## config.mk

```make
export PLATFORM = sky130hd
export DESIGN_NAME = decorated_load_bit_engine
export DESIGN_NICKNAME = d
export VERILOG_FILES = /design/src/dlb_pkg.sv /design/src/bit_field_unit.sv /design/src/decorated_load_bit_engine.sv
export SDC_FILE = /design/constraint.sdc
export NUM_CORES = 1
export LEC_CHECK = 0
export BUFFER_PORTS_ARGS = -buffer_cell sky130_fd_sc_hd__buf_2
export CAP_MARGIN = 20
export CORE_ASPECT_RATIO = 2
export CORE_MARGIN = 4
export CORE_UTILIZATION = 40
export CTS_CLUSTER_DIAMETER = 50
export DETAILED_ROUTE_END_ITERATION = 6
export PLACE_DENSITY = 0.6
export SLEW_MARGIN = 5
export SYNTH_ARGS = -nofsm -noshare
export SYNTH_HDL_FRONTEND = slang
export SYNTH_SLANG_ARGS = --single-unit
```

## constraint.sdc

```tcl
create_clock -name clk_sys_i -period 3.3 [get_ports clk_sys_i]
set_input_delay 0.165 -clock clk_sys_i [delete_from_list [all_inputs] [get_ports clk_sys_i]]
set_output_delay 0.165 -clock clk_sys_i [all_outputs]
set_load 0.005 [all_outputs]
```

## src/dlb_pkg.sv

```systemverilog
// Purpose: shared constants and state type for the decorated load engine
// Assumes: 32-bit AHB-Lite address and data paths
// Notes:   field positions index the decorated master address
package dlb_pkg;

    // ************************************************************
    // address decoration
    // ************************************************************
    localparam logic [31:0] LAS_ADDR_MASK = 32'he00fffff;
    localparam logic [31:0] BFX_ADDR_MASK = 32'he007ffff;
    localparam logic [2:0]  LAS_CODE      = 3'h3;
    localparam logic [2:0]  PLAIN_CODE    = 3'h0;
    localparam logic [1:0]  SPACE_SRAM    = 2'h1;
    localparam logic [1:0]  SPACE_PERI    = 2'h2;
    localparam int          OP_LSB        = 26;
    localparam int          SPACE_LSB     = 29;
    localparam int          BFX_FLAG_POS  = 28;
    localparam int          LAS_B_LSB     = 21;
    localparam int          BFX_B_LSB     = 23;
    localparam int          BFX_W_LSB     = 19;
    localparam int          SLOT_LSB      = 12;
    localparam int          LEGAL_LSB     = 19;

    // ************************************************************
    // peripheral slots and gpio aliases
    // ************************************************************
    localparam logic [19:0] GPIO_STD_PAGE = 20'h400ff;
    localparam logic [19:0] GPIO_ALT_PAGE = 20'h4000f;
    localparam logic [13:0] GPIO_SLOT_OFS = 14'h00ff;
    localparam logic [6:0]  LEGAL_OFS     = 7'h00;

    // ************************************************************
    // bus encodings and reset values
    // ************************************************************
    localparam logic [1:0]  HTRANS_IDLE   = 2'h0;
    localparam logic [1:0]  HTRANS_NONSEQ = 2'h2;
    localparam logic [2:0]  HSIZE_WORD    = 3'h2;
    localparam logic [31:0] WORD_RST      = 32'h0;
    localparam logic [4:0]  FIELD_RST     = 5'h0;
    localparam int          ERR_CYCLES    = 2;

    typedef enum logic [2:0] {
        ST_PASS    = 3'h0,
        ST_LAS_RD  = 3'h1,
        ST_LAS_WR  = 3'h2,
        ST_BFX_RD  = 3'h3,
        ST_BFX_RET = 3'h4,
        ST_ERR1    = 3'h5,
        ST_ERR2    = 3'h6
    } state_t;

endpackage

```

## src/bit_field_unit.sv

```systemverilog
// Purpose: container alignment, bit and field extraction, bit set
// Assumes: lane_i is the byte lane offset in bits, b_i already
//          limited to the container width
// Notes:   purely combinational, results are registered by the caller
`timescale 1ns/1ps
module bit_field_unit (
    input  wire logic [31:0] rdata_i,
    input  wire logic [4:0]  lane_i,
    input  wire logic [1:0]  size_i,
    input  wire logic [4:0]  b_i,
    input  wire logic [3:0]  wm1_i,
    output logic             bit_o,
    output logic [31:0]      field_o,
    output logic [31:0]      setdata_o
);

    logic [31:0] cont_mask;
    logic [31:0] cont;
    logic [32:0] ones_wide;
    logic [31:0] fmask;
    logic [4:0]  set_pos;

    // container width from the access size
    always_comb begin
        case (size_i)
            2'h0:    cont_mask = 32'h000000ff;
            2'h1:    cont_mask = 32'h0000ffff;
            default: cont_mask = 32'hffffffff;
        endcase
    end

    // right-align the container and build the field mask
    assign cont      = (rdata_i >> lane_i) & cont_mask;
    assign ones_wide = (33'h1 << ({1'b0, wm1_i} + 5'h1)) - 33'h1;
    // mask bits past the container are dropped
    assign fmask     = (ones_wide[31:0] << b_i) & cont_mask;
    assign field_o   = cont & fmask;
    assign bit_o     = cont[b_i];
    // set the bit in place on its own byte lane
    assign set_pos   = lane_i + b_i;
    assign setdata_o = rdata_i | (32'h1 << set_pos);

endmodule

```

## src/decorated_load_bit_engine.sv

```systemverilog
// Purpose: decorated load engine between core master and memory slaves
// Assumes: AHB-Lite on both sides, one clock, slave idle answers ready
// Notes:   decorated stores and load-and-clear pass with decoration
//          removed; their own engines sit elsewhere
// Operation
// - load-and-set returns old bit right-justified and writes it back set
// - container size follows the read size: byte, halfword or word
// - address bits 28:26 = 011 select load-and-set, 25:21 give bit
// - bits 30:29 pick sram or peripheral; decoration stripped on forward
// - cycle x forwards read; x+1 recirculates captured address as write
// - cycle x+2 returns bit and drives registered write data; one stall
// - field extract returns right-justified field and never writes
// - word field extract width is at most sixteen bits
// - bit 28 selects field extract; 27:23 start, 22:19 width minus one
// - field extract address is masked to a 19-bit offset
// - field mask is w+1 ones shifted by b, and-ed then shifted back
// - field beyond the container is cut at the container edge
// - field extract idles the slave at x+1, returns shifted data x+2
// - peripheral space is 129 slots of 4 KB each
// - 0x4000_0000 to 0x4007_FFFF pass as plain peripheral accesses
// - the two illegal peripheral ranges end with an error response
// - gpio reachable at both bases, same physical slot
// - plain accesses at the standard gpio base reach the gpio slot
// - decorated logic and single-bit ops accepted at 0x44-0x4F
// - field insert and extract reach gpio only via the alternate base
// - slave wait states pass back to the master cycle for cycle
`timescale 1ns/1ps
module decorated_load_bit_engine (
    input  wire logic        clk_sys_i,
    input  wire logic        rst_i,
    input  wire logic [31:0] m_haddr_i,
    input  wire logic [1:0]  m_htrans_i,
    input  wire logic        m_hwrite_i,
    input  wire logic [2:0]  m_hsize_i,
    input  wire logic [31:0] m_hwdata_i,
    output logic      [31:0] m_hrdata_o,
    output logic             m_hready_o,
    output logic             m_hresp_o,
    output logic      [31:0] s_haddr_o,
    output logic      [1:0]  s_htrans_o,
    output logic             s_hwrite_o,
    output logic      [2:0]  s_hsize_o,
    output logic      [31:0] s_hwdata_o,
    output logic             s_hready_o,
    input  wire logic [31:0] s_hrdata_i,
    input  wire logic        s_hready_i,
    input  wire logic        s_hresp_i
);

    dlb_pkg::state_t state_ff;
    dlb_pkg::state_t nxt_state;
    logic [31:0] cap_addr_ff;
    logic [2:0]  cap_size_ff;
    logic [4:0]  cap_lane_ff;
    logic [4:0]  cap_b_ff;
    logic [3:0]  cap_w_ff;
    logic        bit_ff;
    logic [31:0] setdata_ff;
    logic [31:0] field_ff;
    logic [1:0]  space;
    logic [2:0]  op;
    logic        in_space;
    logic        dec;
    logic        is_las;
    logic        is_bfx;
    logic        illegal;
    logic [31:0] strip;
    logic [31:0] fwd_addr;
    logic [4:0]  bmask;
    logic [4:0]  las_b;
    logic [4:0]  bfx_b;
    logic        addr_en;
    logic        acc;
    logic        fu_bit;
    logic [31:0] fu_field;
    logic [31:0] fu_set;

    // ************************************************************
    // address decode
    // ************************************************************

    // decoration fields of the incoming address phase
    assign space    = m_haddr_i[dlb_pkg::SPACE_LSB +: 2];
    assign op       = m_haddr_i[dlb_pkg::OP_LSB +: 3];
    assign in_space = !m_haddr_i[31] && (space == dlb_pkg::SPACE_SRAM ||
                      space == dlb_pkg::SPACE_PERI);
    assign dec      = in_space && (op != dlb_pkg::PLAIN_CODE);
    assign is_las   = dec && (op == dlb_pkg::LAS_CODE) && !m_hwrite_i;
    assign is_bfx   = dec && m_haddr_i[dlb_pkg::BFX_FLAG_POS]
                      && !m_hwrite_i;

    // only slot 0x00-0x7f and the gpio slot are mapped
    assign illegal  = in_space && !dec && (space == dlb_pkg::SPACE_PERI)
                      && (m_haddr_i[25:dlb_pkg::LEGAL_LSB] != dlb_pkg::LEGAL_OFS)
                      && (m_haddr_i[25:dlb_pkg::SLOT_LSB]
                          != dlb_pkg::GPIO_SLOT_OFS);

    // decoration removed, bit 19 dropped for field extracts
    always_comb begin
        if (!dec) begin
            strip = m_haddr_i;
        end else if (m_haddr_i[dlb_pkg::BFX_FLAG_POS]) begin
            strip = m_haddr_i & dlb_pkg::BFX_ADDR_MASK;
        end else begin
            strip = m_haddr_i & dlb_pkg::LAS_ADDR_MASK;
        end
    end

    // standard gpio page folds onto the physical slot
    assign fwd_addr = (strip[31:dlb_pkg::SLOT_LSB] == dlb_pkg::GPIO_STD_PAGE)
                      ? {dlb_pkg::GPIO_ALT_PAGE, strip[11:0]} : strip;

    // bit position limited to the container width
    assign bmask = {m_hsize_i == dlb_pkg::HSIZE_WORD, m_hsize_i != 3'h0,
                    3'h7};
    assign las_b = m_haddr_i[dlb_pkg::LAS_B_LSB +: 5] & bmask;
    assign bfx_b = m_haddr_i[dlb_pkg::BFX_B_LSB +: 5] & bmask;

    // address phases are taken only where the master sees ready
    assign addr_en = (state_ff == dlb_pkg::ST_PASS)
                  || (state_ff == dlb_pkg::ST_LAS_WR)
                  || (state_ff == dlb_pkg::ST_BFX_RET)
                  || (state_ff == dlb_pkg::ST_ERR2);
    assign acc     = addr_en && m_hready_o && m_htrans_i[1];

    // ************************************************************
    // sequencer
    // ************************************************************

    // next state of the decorated access sequence
    always_comb begin
        nxt_state = state_ff;
        case (state_ff)
            dlb_pkg::ST_PASS, dlb_pkg::ST_LAS_WR,
            dlb_pkg::ST_BFX_RET, dlb_pkg::ST_ERR2: begin
                if (acc) begin
                    if (illegal) begin
                        nxt_state = dlb_pkg::ST_ERR1;
                    end else if (is_las) begin
                        nxt_state = dlb_pkg::ST_LAS_RD;
                    end else if (is_bfx) begin
                        nxt_state = dlb_pkg::ST_BFX_RD;
                    end else begin
                        nxt_state = dlb_pkg::ST_PASS;
                    end
                end else if (m_hready_o) begin
                    nxt_state = dlb_pkg::ST_PASS;
                end
            end
            dlb_pkg::ST_LAS_RD: begin
                if (s_hready_i) begin
                    nxt_state = dlb_pkg::ST_LAS_WR;
                end
            end
            dlb_pkg::ST_BFX_RD: begin
                if (s_hready_i) begin
                    nxt_state = dlb_pkg::ST_BFX_RET;
                end
            end
            dlb_pkg::ST_ERR1: nxt_state = dlb_pkg::ST_ERR2;
            default:          nxt_state = dlb_pkg::ST_PASS;
        endcase
    end

    // state register
    always_ff @(posedge clk_sys_i) begin
        if (rst_i) begin
            state_ff <= dlb_pkg::ST_PASS;
        end else begin
            state_ff <= nxt_state;
        end
    end

    // capture address and attributes in cycle x
    always_ff @(posedge clk_sys_i) begin
        if (rst_i) begin
            cap_addr_ff <= dlb_pkg::WORD_RST;
            cap_size_ff <= 3'h0;
            cap_lane_ff <= dlb_pkg::FIELD_RST;
            cap_b_ff    <= dlb_pkg::FIELD_RST;
            cap_w_ff    <= 4'h0;
        end else if (acc) begin
            cap_addr_ff <= fwd_addr;
            cap_size_ff <= m_hsize_i;
            cap_lane_ff <= {m_haddr_i[1:0], 3'h0};
            cap_b_ff    <= is_bfx ? bfx_b : las_b;
            cap_w_ff    <= m_haddr_i[dlb_pkg::BFX_W_LSB +: 4];
        end
    end

    // ************************************************************
    // data path
    // ************************************************************
    bit_field_unit u_field (
        .rdata_i   (s_hrdata_i),
        .lane_i    (cap_lane_ff),
        .size_i    (cap_size_ff[1:0]),
        .b_i       (cap_b_ff),
        .wm1_i     (cap_w_ff),
        .bit_o     (fu_bit),
        .field_o   (fu_field),
        .setdata_o (fu_set)
    );

    // read, modify and register in the first data phase
    always_ff @(posedge clk_sys_i) begin
        if (rst_i) begin
            bit_ff     <= 1'b0;
            setdata_ff <= dlb_pkg::WORD_RST;
            field_ff   <= dlb_pkg::WORD_RST;
        end else if (s_hready_i) begin
            if (state_ff == dlb_pkg::ST_LAS_RD) begin
                bit_ff     <= fu_bit;
                setdata_ff <= fu_set;
            end
            if (state_ff == dlb_pkg::ST_BFX_RD) begin
                field_ff <= fu_field;
            end
        end
    end

    // ************************************************************
    // slave side
    // ************************************************************

    // recirculated write, idle slot, or the master's own address
    always_comb begin
        s_haddr_o  = cap_addr_ff;
        s_hsize_o  = cap_size_ff;
        s_hwrite_o = 1'b0;
        s_htrans_o = dlb_pkg::HTRANS_IDLE;
        case (state_ff)
            dlb_pkg::ST_LAS_RD: begin
                s_hwrite_o = 1'b1;
                s_htrans_o = dlb_pkg::HTRANS_NONSEQ;
            end
            dlb_pkg::ST_BFX_RD, dlb_pkg::ST_ERR1: begin
                s_htrans_o = dlb_pkg::HTRANS_IDLE;
            end
            default: begin
                s_haddr_o  = fwd_addr;
                s_hsize_o  = m_hsize_i;
                s_hwrite_o = m_hwrite_i;
                s_htrans_o = illegal ? dlb_pkg::HTRANS_IDLE
                                     : m_htrans_i;
            end
        endcase
    end

    // registered set data goes out in the write data phase
    assign s_hwdata_o = (state_ff == dlb_pkg::ST_LAS_WR) ? setdata_ff
                                                         : m_hwdata_i;
    assign s_hready_o = (state_ff == dlb_pkg::ST_LAS_RD ||
                         state_ff == dlb_pkg::ST_BFX_RD) ? s_hready_i
                                                         : m_hready_o;

    // ************************************************************
    // master side
    // ************************************************************

    // ready, response and read data back to the core
    always_comb begin
        m_hready_o = s_hready_i;
        m_hresp_o  = s_hresp_i;
        m_hrdata_o = s_hrdata_i;
        case (state_ff)
            dlb_pkg::ST_LAS_RD, dlb_pkg::ST_BFX_RD: begin
                m_hready_o = 1'b0;
                m_hresp_o  = 1'b0;
            end
            dlb_pkg::ST_LAS_WR: begin
                m_hrdata_o = {31'h0, bit_ff};
            end
            dlb_pkg::ST_BFX_RET: begin
                m_hready_o = 1'b1;
                m_hresp_o  = 1'b0;
                m_hrdata_o = field_ff >> cap_b_ff;
            end
            dlb_pkg::ST_ERR1: begin
                m_hready_o = 1'b0;
                m_hresp_o  = 1'b1;
            end
            dlb_pkg::ST_ERR2: begin
                m_hready_o = 1'b1;
                m_hresp_o  = 1'b1;
            end
            default: begin
                m_hready_o = s_hready_i;
            end
        endcase
    end
endmodule

```

==> impl_metrics.py, run 1 <==
metrics = {
    "hold_path": {
        "worstHoldPathCells": 3,
        "worstHoldPathType": "input pin to register",
    },
    "critical_path": {
        "start_kind": "register",
        "arrival_ns": 2.93,
        "crit_path_cell_trace": "nand2b_1 > or3_1 > a211oi_1 > a221o_1 > buf_2",
        "crit_fanout": 14,
        "cpMaxStageDelayCell": "a211oi_1",
        "end_kind": "output pin",
        "r2r_cells": 7,
        "crit_type": "register to output pin",
        "critPathMaxStageDelay_ns": 0.76,
        "required_ns": 3.13,
    },
    "yosys": {
        "syn-num-nets": 1351,
        "netlist.area_leader.share_pct": 23.74,
        "syn_avg_cell_area_um2": 7.606,
        "ys_ff_latch": 112,
        "synth_largest_area_cell": "dfxtp_1",
        "synthArstFlopShare_pct": 0,
        "synth-main-ff-cell": "dfxtp_1",
        "synthTopCellsByArea": "dfxtp_1, mux2_2, nand2_1",
        "synth_warnings": 0,
        "synth_cell_types": 79,
        "syn_inst": 1242,
        "syn_area_um2": 9447,
        "synth_edf_count": 0,
        "ys_seq_area_share_pct": 23.74,
    },
    "layout": {
        "final_cells": 1696,
        "final_common_cell": "nand2_1",
        "finalNetCount": 1517,
        "antenna_cells": 0,
        "layout-drive-gt1-share_pct": 29.09,
        "final_cell_mix": "nand2_1, buf_2, nor2_1",
        "area_growth_pct": 18.34,
    },
    "timing": {
        "worst_pin_slew_ns": 1.261,
        "hold_slack_ns": 0.02620,
        "finalMaxSlewViolations": 0,
        "fmaxAchievable_mhz": 322.9,
        "tns_ns": 0,
        "hold_viol_final": 0,
        "period_needed_ns": 3.097,
        "setup_viol": 0,
        "rsz0062_at_grt": "no",
        "fin_crit_sh_pct": 93.85,
        "slew_headroom_pct": 15.26,
        "skew_ns": 0.009513,
    },
    "placement": {
        "dp_cells": 1680,
        "port_buffers": 210,
        "globalplace.congestion": 1.093,
        "post-dp-hpwl_mm": 32.18,
    },
    "run": {
        "maxCapViolations": 0,
    },
    "floorplan": {
        "io_pins": 211,
        "start_util_pct": 40.67,
        "fp.dieH_um": 225.3,
        "fp.dieW_um": 116.7,
        "dieArea_um2": 26290,
        "rows": 79,
        "coreArea_um2": 23230,
    },
    "drt": {
        "route.met2.wl_mm": 20.75,
        "wl_met1_mm": 14.11,
        "antenna_left": 0,
        "drt-initial-drc-count": 981,
        "wl_met3_mm": 2.981,
        "drc_errors": 0,
        "post_drt_wl_per_cell_um": 24.85,
        "dr.max_layer_used": "met4",
        "vias_per_cell": 6.341,
        "routed_wl_mm": 42.15,
        "drtPass1Iterations": 5,
        "vias": 10754,
    },
    "cts": {
        "cts_setup_buffers": 0,
        "cts.repair.resized": 0,
        "root_buffer": "clkbuf_16",
        "hold_buffers": 0,
        "tritoncts": "done",
        "clk_latency_ns": 0.39,
        "htree_levels": 3,
        "path_clk_slew_ns": 0.08,
        "cts.path.max_buffers": 2,
        "clock-sinks": 112,
        "numCtsBuffers": 9,
    },
    "power_and_ir_drop": {
        "power_density_nw_per_um2": 323.1,
        "total_power_mw": 3.612,
        "leakage_nw": 4.326,
        "ir_drop_mv": 0.3047,
    },
    "status": {
        "status": "completed",
    },
    "grt": {
        "grt_pass1_vias": 10232,
        "grt_start_max_net_pins": 68,
        "antenna_found_initial": 0,
        "gr-total-overflow": 0,
        "track_usage_pct": 31.37,
        "grt_pass1_wl_mm": 61.47,
    },
}
[worst max-delay path, delay by kind of cell (launching register included)]
family                 cells  cell delay, ns
DFF                        1            0.65
buffers and inverters      1            0.11
and+or+nand+nor            2            0.82
AOI/OAI and AO/OA          2            0.96
[area by class of cell]
class | instances | area, um^2
fill | 2379 | 12050
multi-input combinational | 1000 | 6675
sequential | 112 | 2247
timing repair buffer | 270 | 1541
tap | 283 | 354.1
clock buffer | 9 | 225.2
clock inverter | 7 | 80.08
inverter | 15 | 56.30
[registers in the layout, summed over array words and instances, names as in the netlist]
| register | flops |
|---|---|
| cap_b_ff | 5 |
| state_ff | 3 |
| cap_size_ff | 3 |
| cap_addr_ff | 32 |
| bit_ff | 1 |
| cap_w_ff | 4 |
| setdata_ff | 32 |
| field_ff | 32 |
[kinds of logic (layout without fill, tap and decap cells)]
group / after synthesis / count (layout) / share of synthesized area, %
multiplexers: 154 / 154 / 21.52
adder cells (fa/ha/maj): 3 / 3 / 0.3974
other: 1 / 1 / 0.03970
XOR/XNOR: 6 / 6 / 0.5563
AO/OA/AOI/OAI: 333 / 333 / 24.00
buffers and inverters: 130 / 301 / 5.775
AND/OR/NAND/NOR: 503 / 503 / 23.97
flip-flops: 112 / 112 / 23.74
[path summary, 6_finish.rpt]
| kind | startpoint | to | slack [ns] |
|---|---|---|---|
| worst min-delay path | m_haddr_i[1] | cap_addr_ff[1] | 0.03 |
| worst max register to register | cap_addr_ff[1] | bit_ff | 0.30 |
| worst min register to register | cap_addr_ff[7] | cap_addr_ff[7] | 0.45 |
| worst max-delay path | state_ff[2] | m_hrdata_o[4] | 0.20 |
[through the flow]
stage / area (um^2) / setup slack [ns] / utilization (%)
after floorplan: 9447 / 0.5881 / -
after global placement: 10870 / 0.4250 / 46.81
after detailed placement: 10870 / 0.3863 / 46.81
after CTS: 11180 / 0.3322 / 48.13
after global routing: 11180 / 0.09921 / 48.13
final: 11180 / 0.2031 / 48.13
[routing by layer]
metal  track usage [%]  up-vias
li1                  -     4920
met1             31.60     5051
met2             54.29      575
met3             5.187      208
met4             27.00        0
met5                 0        -
[Yosys cell counts (10+ instances only)]
| library cell | instances |
|---|---|
| inv_1 | 10 |
| and2_1 | 11 |
| nor2b_1 | 16 |
| buf_2 | 19 |
| nor2_1 | 116 |
| nor3_1 | 58 |
| mux2i_1 | 49 |
| o21ai_0 | 53 |
| a22oi_1 | 12 |
| clkbuf_1 | 72 |
| mux2_2 | 73 |
| nand2_1 | 216 |
| dfxtp_1 | 112 |
| a311oi_1 | 12 |
| nand3_1 | 31 |
| buf_1 | 17 |
| a211oi_1 | 46 |
| a22o_1 | 12 |
| a21oi_1 | 94 |
| mux4_2 | 32 |
| o211ai_1 | 10 |
[report_power, final]
part / leakage, nW / internal (mW) / switching [mW]
clock: 0.146 / 0.546 / 0.624
sequential: 0.909 / 1.38 / 0.0272
combinational: 3.27 / 0.394 / 0.640
Power figures use the tool's default switching activity.
==> run 2: changes to the inputs <==
ABC_AREA = 1   (was default)
==> impl_metrics.py, run 2 <==
metrics = {
    "power_and_ir_drop": {
        "share_comb_of_total_power_pct": 32.4,
        "p_sw_share_pct": 40.09,
        "p_seq_share_pct": 36.2,
        "leakage_nw": 4.930,
        "power_density_nw_per_um2": 351.9,
        "p_int_mw": 2.357,
        "total_power_mw": 3.934,
        "ir_drop_mv": 0.3227,
        "clock_power_share_pct": 31.4,
        "netSwitchingPower_mw": 1.577,
    },
    "timing": {
        "finalMaxSlewViolations": 0,
        "setup_viol": 0,
        "layout_setup_ws_ns": 0.2649,
        "rsz0062_at_grt": "no",
        "fin_crit_sh_pct": 91.97,
        "worst_pin_slew_ns": 0.9983,
        "hold_viol_final": 0,
        "skew_ns": 0.01823,
        "slew_headroom_pct": 33.20,
        "tns_ns": 0,
        "period_needed_ns": 3.035,
        "fmaxAchievable_mhz": 329.5,
    },
    "yosys": {
        "synth_common_cells": "nand2_1, o21ai_0, nand3_1",
        "synth_cell_types": 50,
        "syn_area_um2": 9420,
        "synthArstFlopShare_pct": 0,
        "syn_inst": 1573,
        "syn-num-nets": 1682,
        "netlist.area_leader.share_pct": 23.80,
        "syn_avg_cell_area_um2": 5.989,
        "synth_largest_area_cell": "dfxtp_1",
        "synth_edf_count": 0,
        "ys_ff_latch": 112,
        "ys_seq_area_share_pct": 23.80,
        "synth-main-ff-cell": "dfxtp_1",
        "yosys.cell_count.top_type": "nand2_1",
        "synth_warnings": 0,
        "synthTopCellsByArea": "dfxtp_1, nand2_1, o21ai_0",
    },
    "layout": {
        "layout-drive-gt1-share_pct": 21.38,
        "nFillCells": 2566,
        "final_cell_mix": "nand2_1, buf_2, o21ai_0",
        "finalNetCount": 1849,
        "final_common_cell": "nand2_1",
        "final_area_um2": 11180,
        "fin_util_pct": 48.13,
        "reg_top3": "cap_addr_ff x32, field_ff x32, setdata_ff x32",
        "antenna_cells": 0,
        "area_growth_pct": 18.69,
    },
    "cts": {
        "clock-sinks": 112,
        "htree_levels": 3,
        "tritoncts": "done",
        "numCtsBuffers": 9,
        "cts.path.max_buffers": 2,
        "clk_latency_ns": 0.40,
        "path_clk_slew_ns": 0.10,
        "root_buffer": "clkbuf_16",
    },
    "floorplan": {
        "fp.dieH_um": 225.0,
        "io_pins": 211,
        "start_util_pct": 40.55,
        "coreArea_um2": 23230,
        "dieArea_um2": 26220,
        "fp.dieW_um": 116.5,
        "rows": 79,
    },
    "status": {
        "status": "completed",
    },
    "grt": {
        "grt_pass1_wl_mm": 69.83,
        "gr-total-overflow": 0,
        "track_usage_pct": 36.45,
        "grt_pass1_vias": 11514,
        "grt_start_max_net_pins": 74,
        "antenna_found_initial": 1,
    },
    "drt": {
        "antenna_left": 0,
        "drc_errors": 0,
        "drt-initial-drc-count": 853,
        "post_drt_wl_per_cell_um": 23.82,
        "routed_wl_mm": 48.31,
        "vias": 11844,
        "drtPass1Iterations": 5,
        "vias_per_cell": 5.840,
    },
    "critical_path": {
        "cpMaxStageDelayCell": "nor2_2",
        "end_kind": "output pin",
        "crit_fanout": 10,
        "critPathMaxStageDelay_ns": 0.44,
        "required_ns": 3.13,
        "crit_path_cell_trace": "nor2_2 > inv_1 > nor2_2 > inv_1 > nor2_1 > nand2_1 > o221ai_1 > buf_2",
        "arrival_ns": 2.87,
        "start_kind": "register",
        "regToRegSetupSlack_ns": 0.70,
        "r2r_cells": 13,
        "crit_type": "register to output pin",
    },
    "hold_path": {
        "worstHoldPathCells": 3,
        "worstHoldPathType": "input pin to register",
    },
    "placement": {
        "globalplace.congestion": 1.058,
        "place_ws_ns": 0.5537,
        "post-dp-hpwl_mm": 38.87,
        "place_area_um2": 10740,
        "port_buffers": 210,
    },
    "run": {
        "maxCapViolations": 0,
    },
}
==> run 2: kinds of logic (layout without fill, tap and decap cells) <==
kind of cell               after synthesis  after routing  synth area share, %
xor gates and xnor gates                 2              2               0.1860
other                                    1              1              0.03981
DFF                                    112            112                23.80
adders and majority gates                3              3               0.3985
muxes                                   38             38                4.463
and+or+nand+nor                        790            790                37.34
buffers and inverters                  235            407                10.03
AOI/OAI and AO/OA                      392            392                23.75
==> run 2: repair_timing <==
item / in CTS / in global routing
hold endpoints to repair: 9 / 0
resized for setup: 0 / 2
buffers inserted: 0 / 0
hold buffers: 9 / 0
setup endpoints to repair: 0 / 1
==> run 2: per-layer routing <==
layer	GRT usage, %	routed length (um)	vias to the layer above
li1	-	-	5677
met3	6.127	3077	190
met4	36.87	5952	2
met2	65.06	24480	600
met5	0	13	-
met1	32.42	14790	5375
==> run 2: critical path, delay by kind of cell, from the launching register on <==
family	cells	cell delay, ns
flip-flops	1	0.39
AND/OR/NAND/NOR	4	1.20
AO/OA/AOI/OAI	1	0.31
buffers and inverters	3	0.56
==> run 2: area by class of cell <==
class	count	area (um^2)	area share, %
multi-input cells	1226	6255	55.94
clock inverters	7	90.09	0.8057
inverters	124	466.7	4.174
flip-flops and latches	112	2243	20.06
well taps	283	354.1	3.167
clock buffers	9	225.2	2.014
repair buffers	267	1546	13.83
==> run 2: stage by stage <==
step | hold slack, ns | cells
6_report | 0.02546 | 2028
5_1_grt | 0.02686 | 2028
4_1_cts | 0.005718 | 2027
3_5_place_dp | 0.4117 | 2002
3_3_place_gp | 0.4024 | 2002
2_1_floorplan | 0.2999 | 1573
==> run 2: worst paths after layout <==
| kind | startpoint | endpoint |
|---|---|---|
| setup / recovery | cap_b_ff[0] | m_hrdata_o[15] |
| hold reg to reg | cap_addr_ff[27] | cap_addr_ff[27] |
| hold / removal | m_haddr_i[9] | cap_addr_ff[9] |
| setup reg to reg | cap_w_ff[1] | field_ff[25] |
==> run 2: power groups by stage <==
| stage | sequential, mW | combinational, mW | clock, mW |
|---|---|---|---|
| after floorplan | 1.44 | 0.755 | 0 |
| after detailed placement | 1.46 | 1.24 | 0 |
| after CTS | 1.42 | 1.25 | 1.25 |
| final | 1.43 | 1.28 | 1.23 |
| after global placement | 1.46 | 1.24 | 0 |
| after global routing | 1.43 | 1.39 | 1.29 |
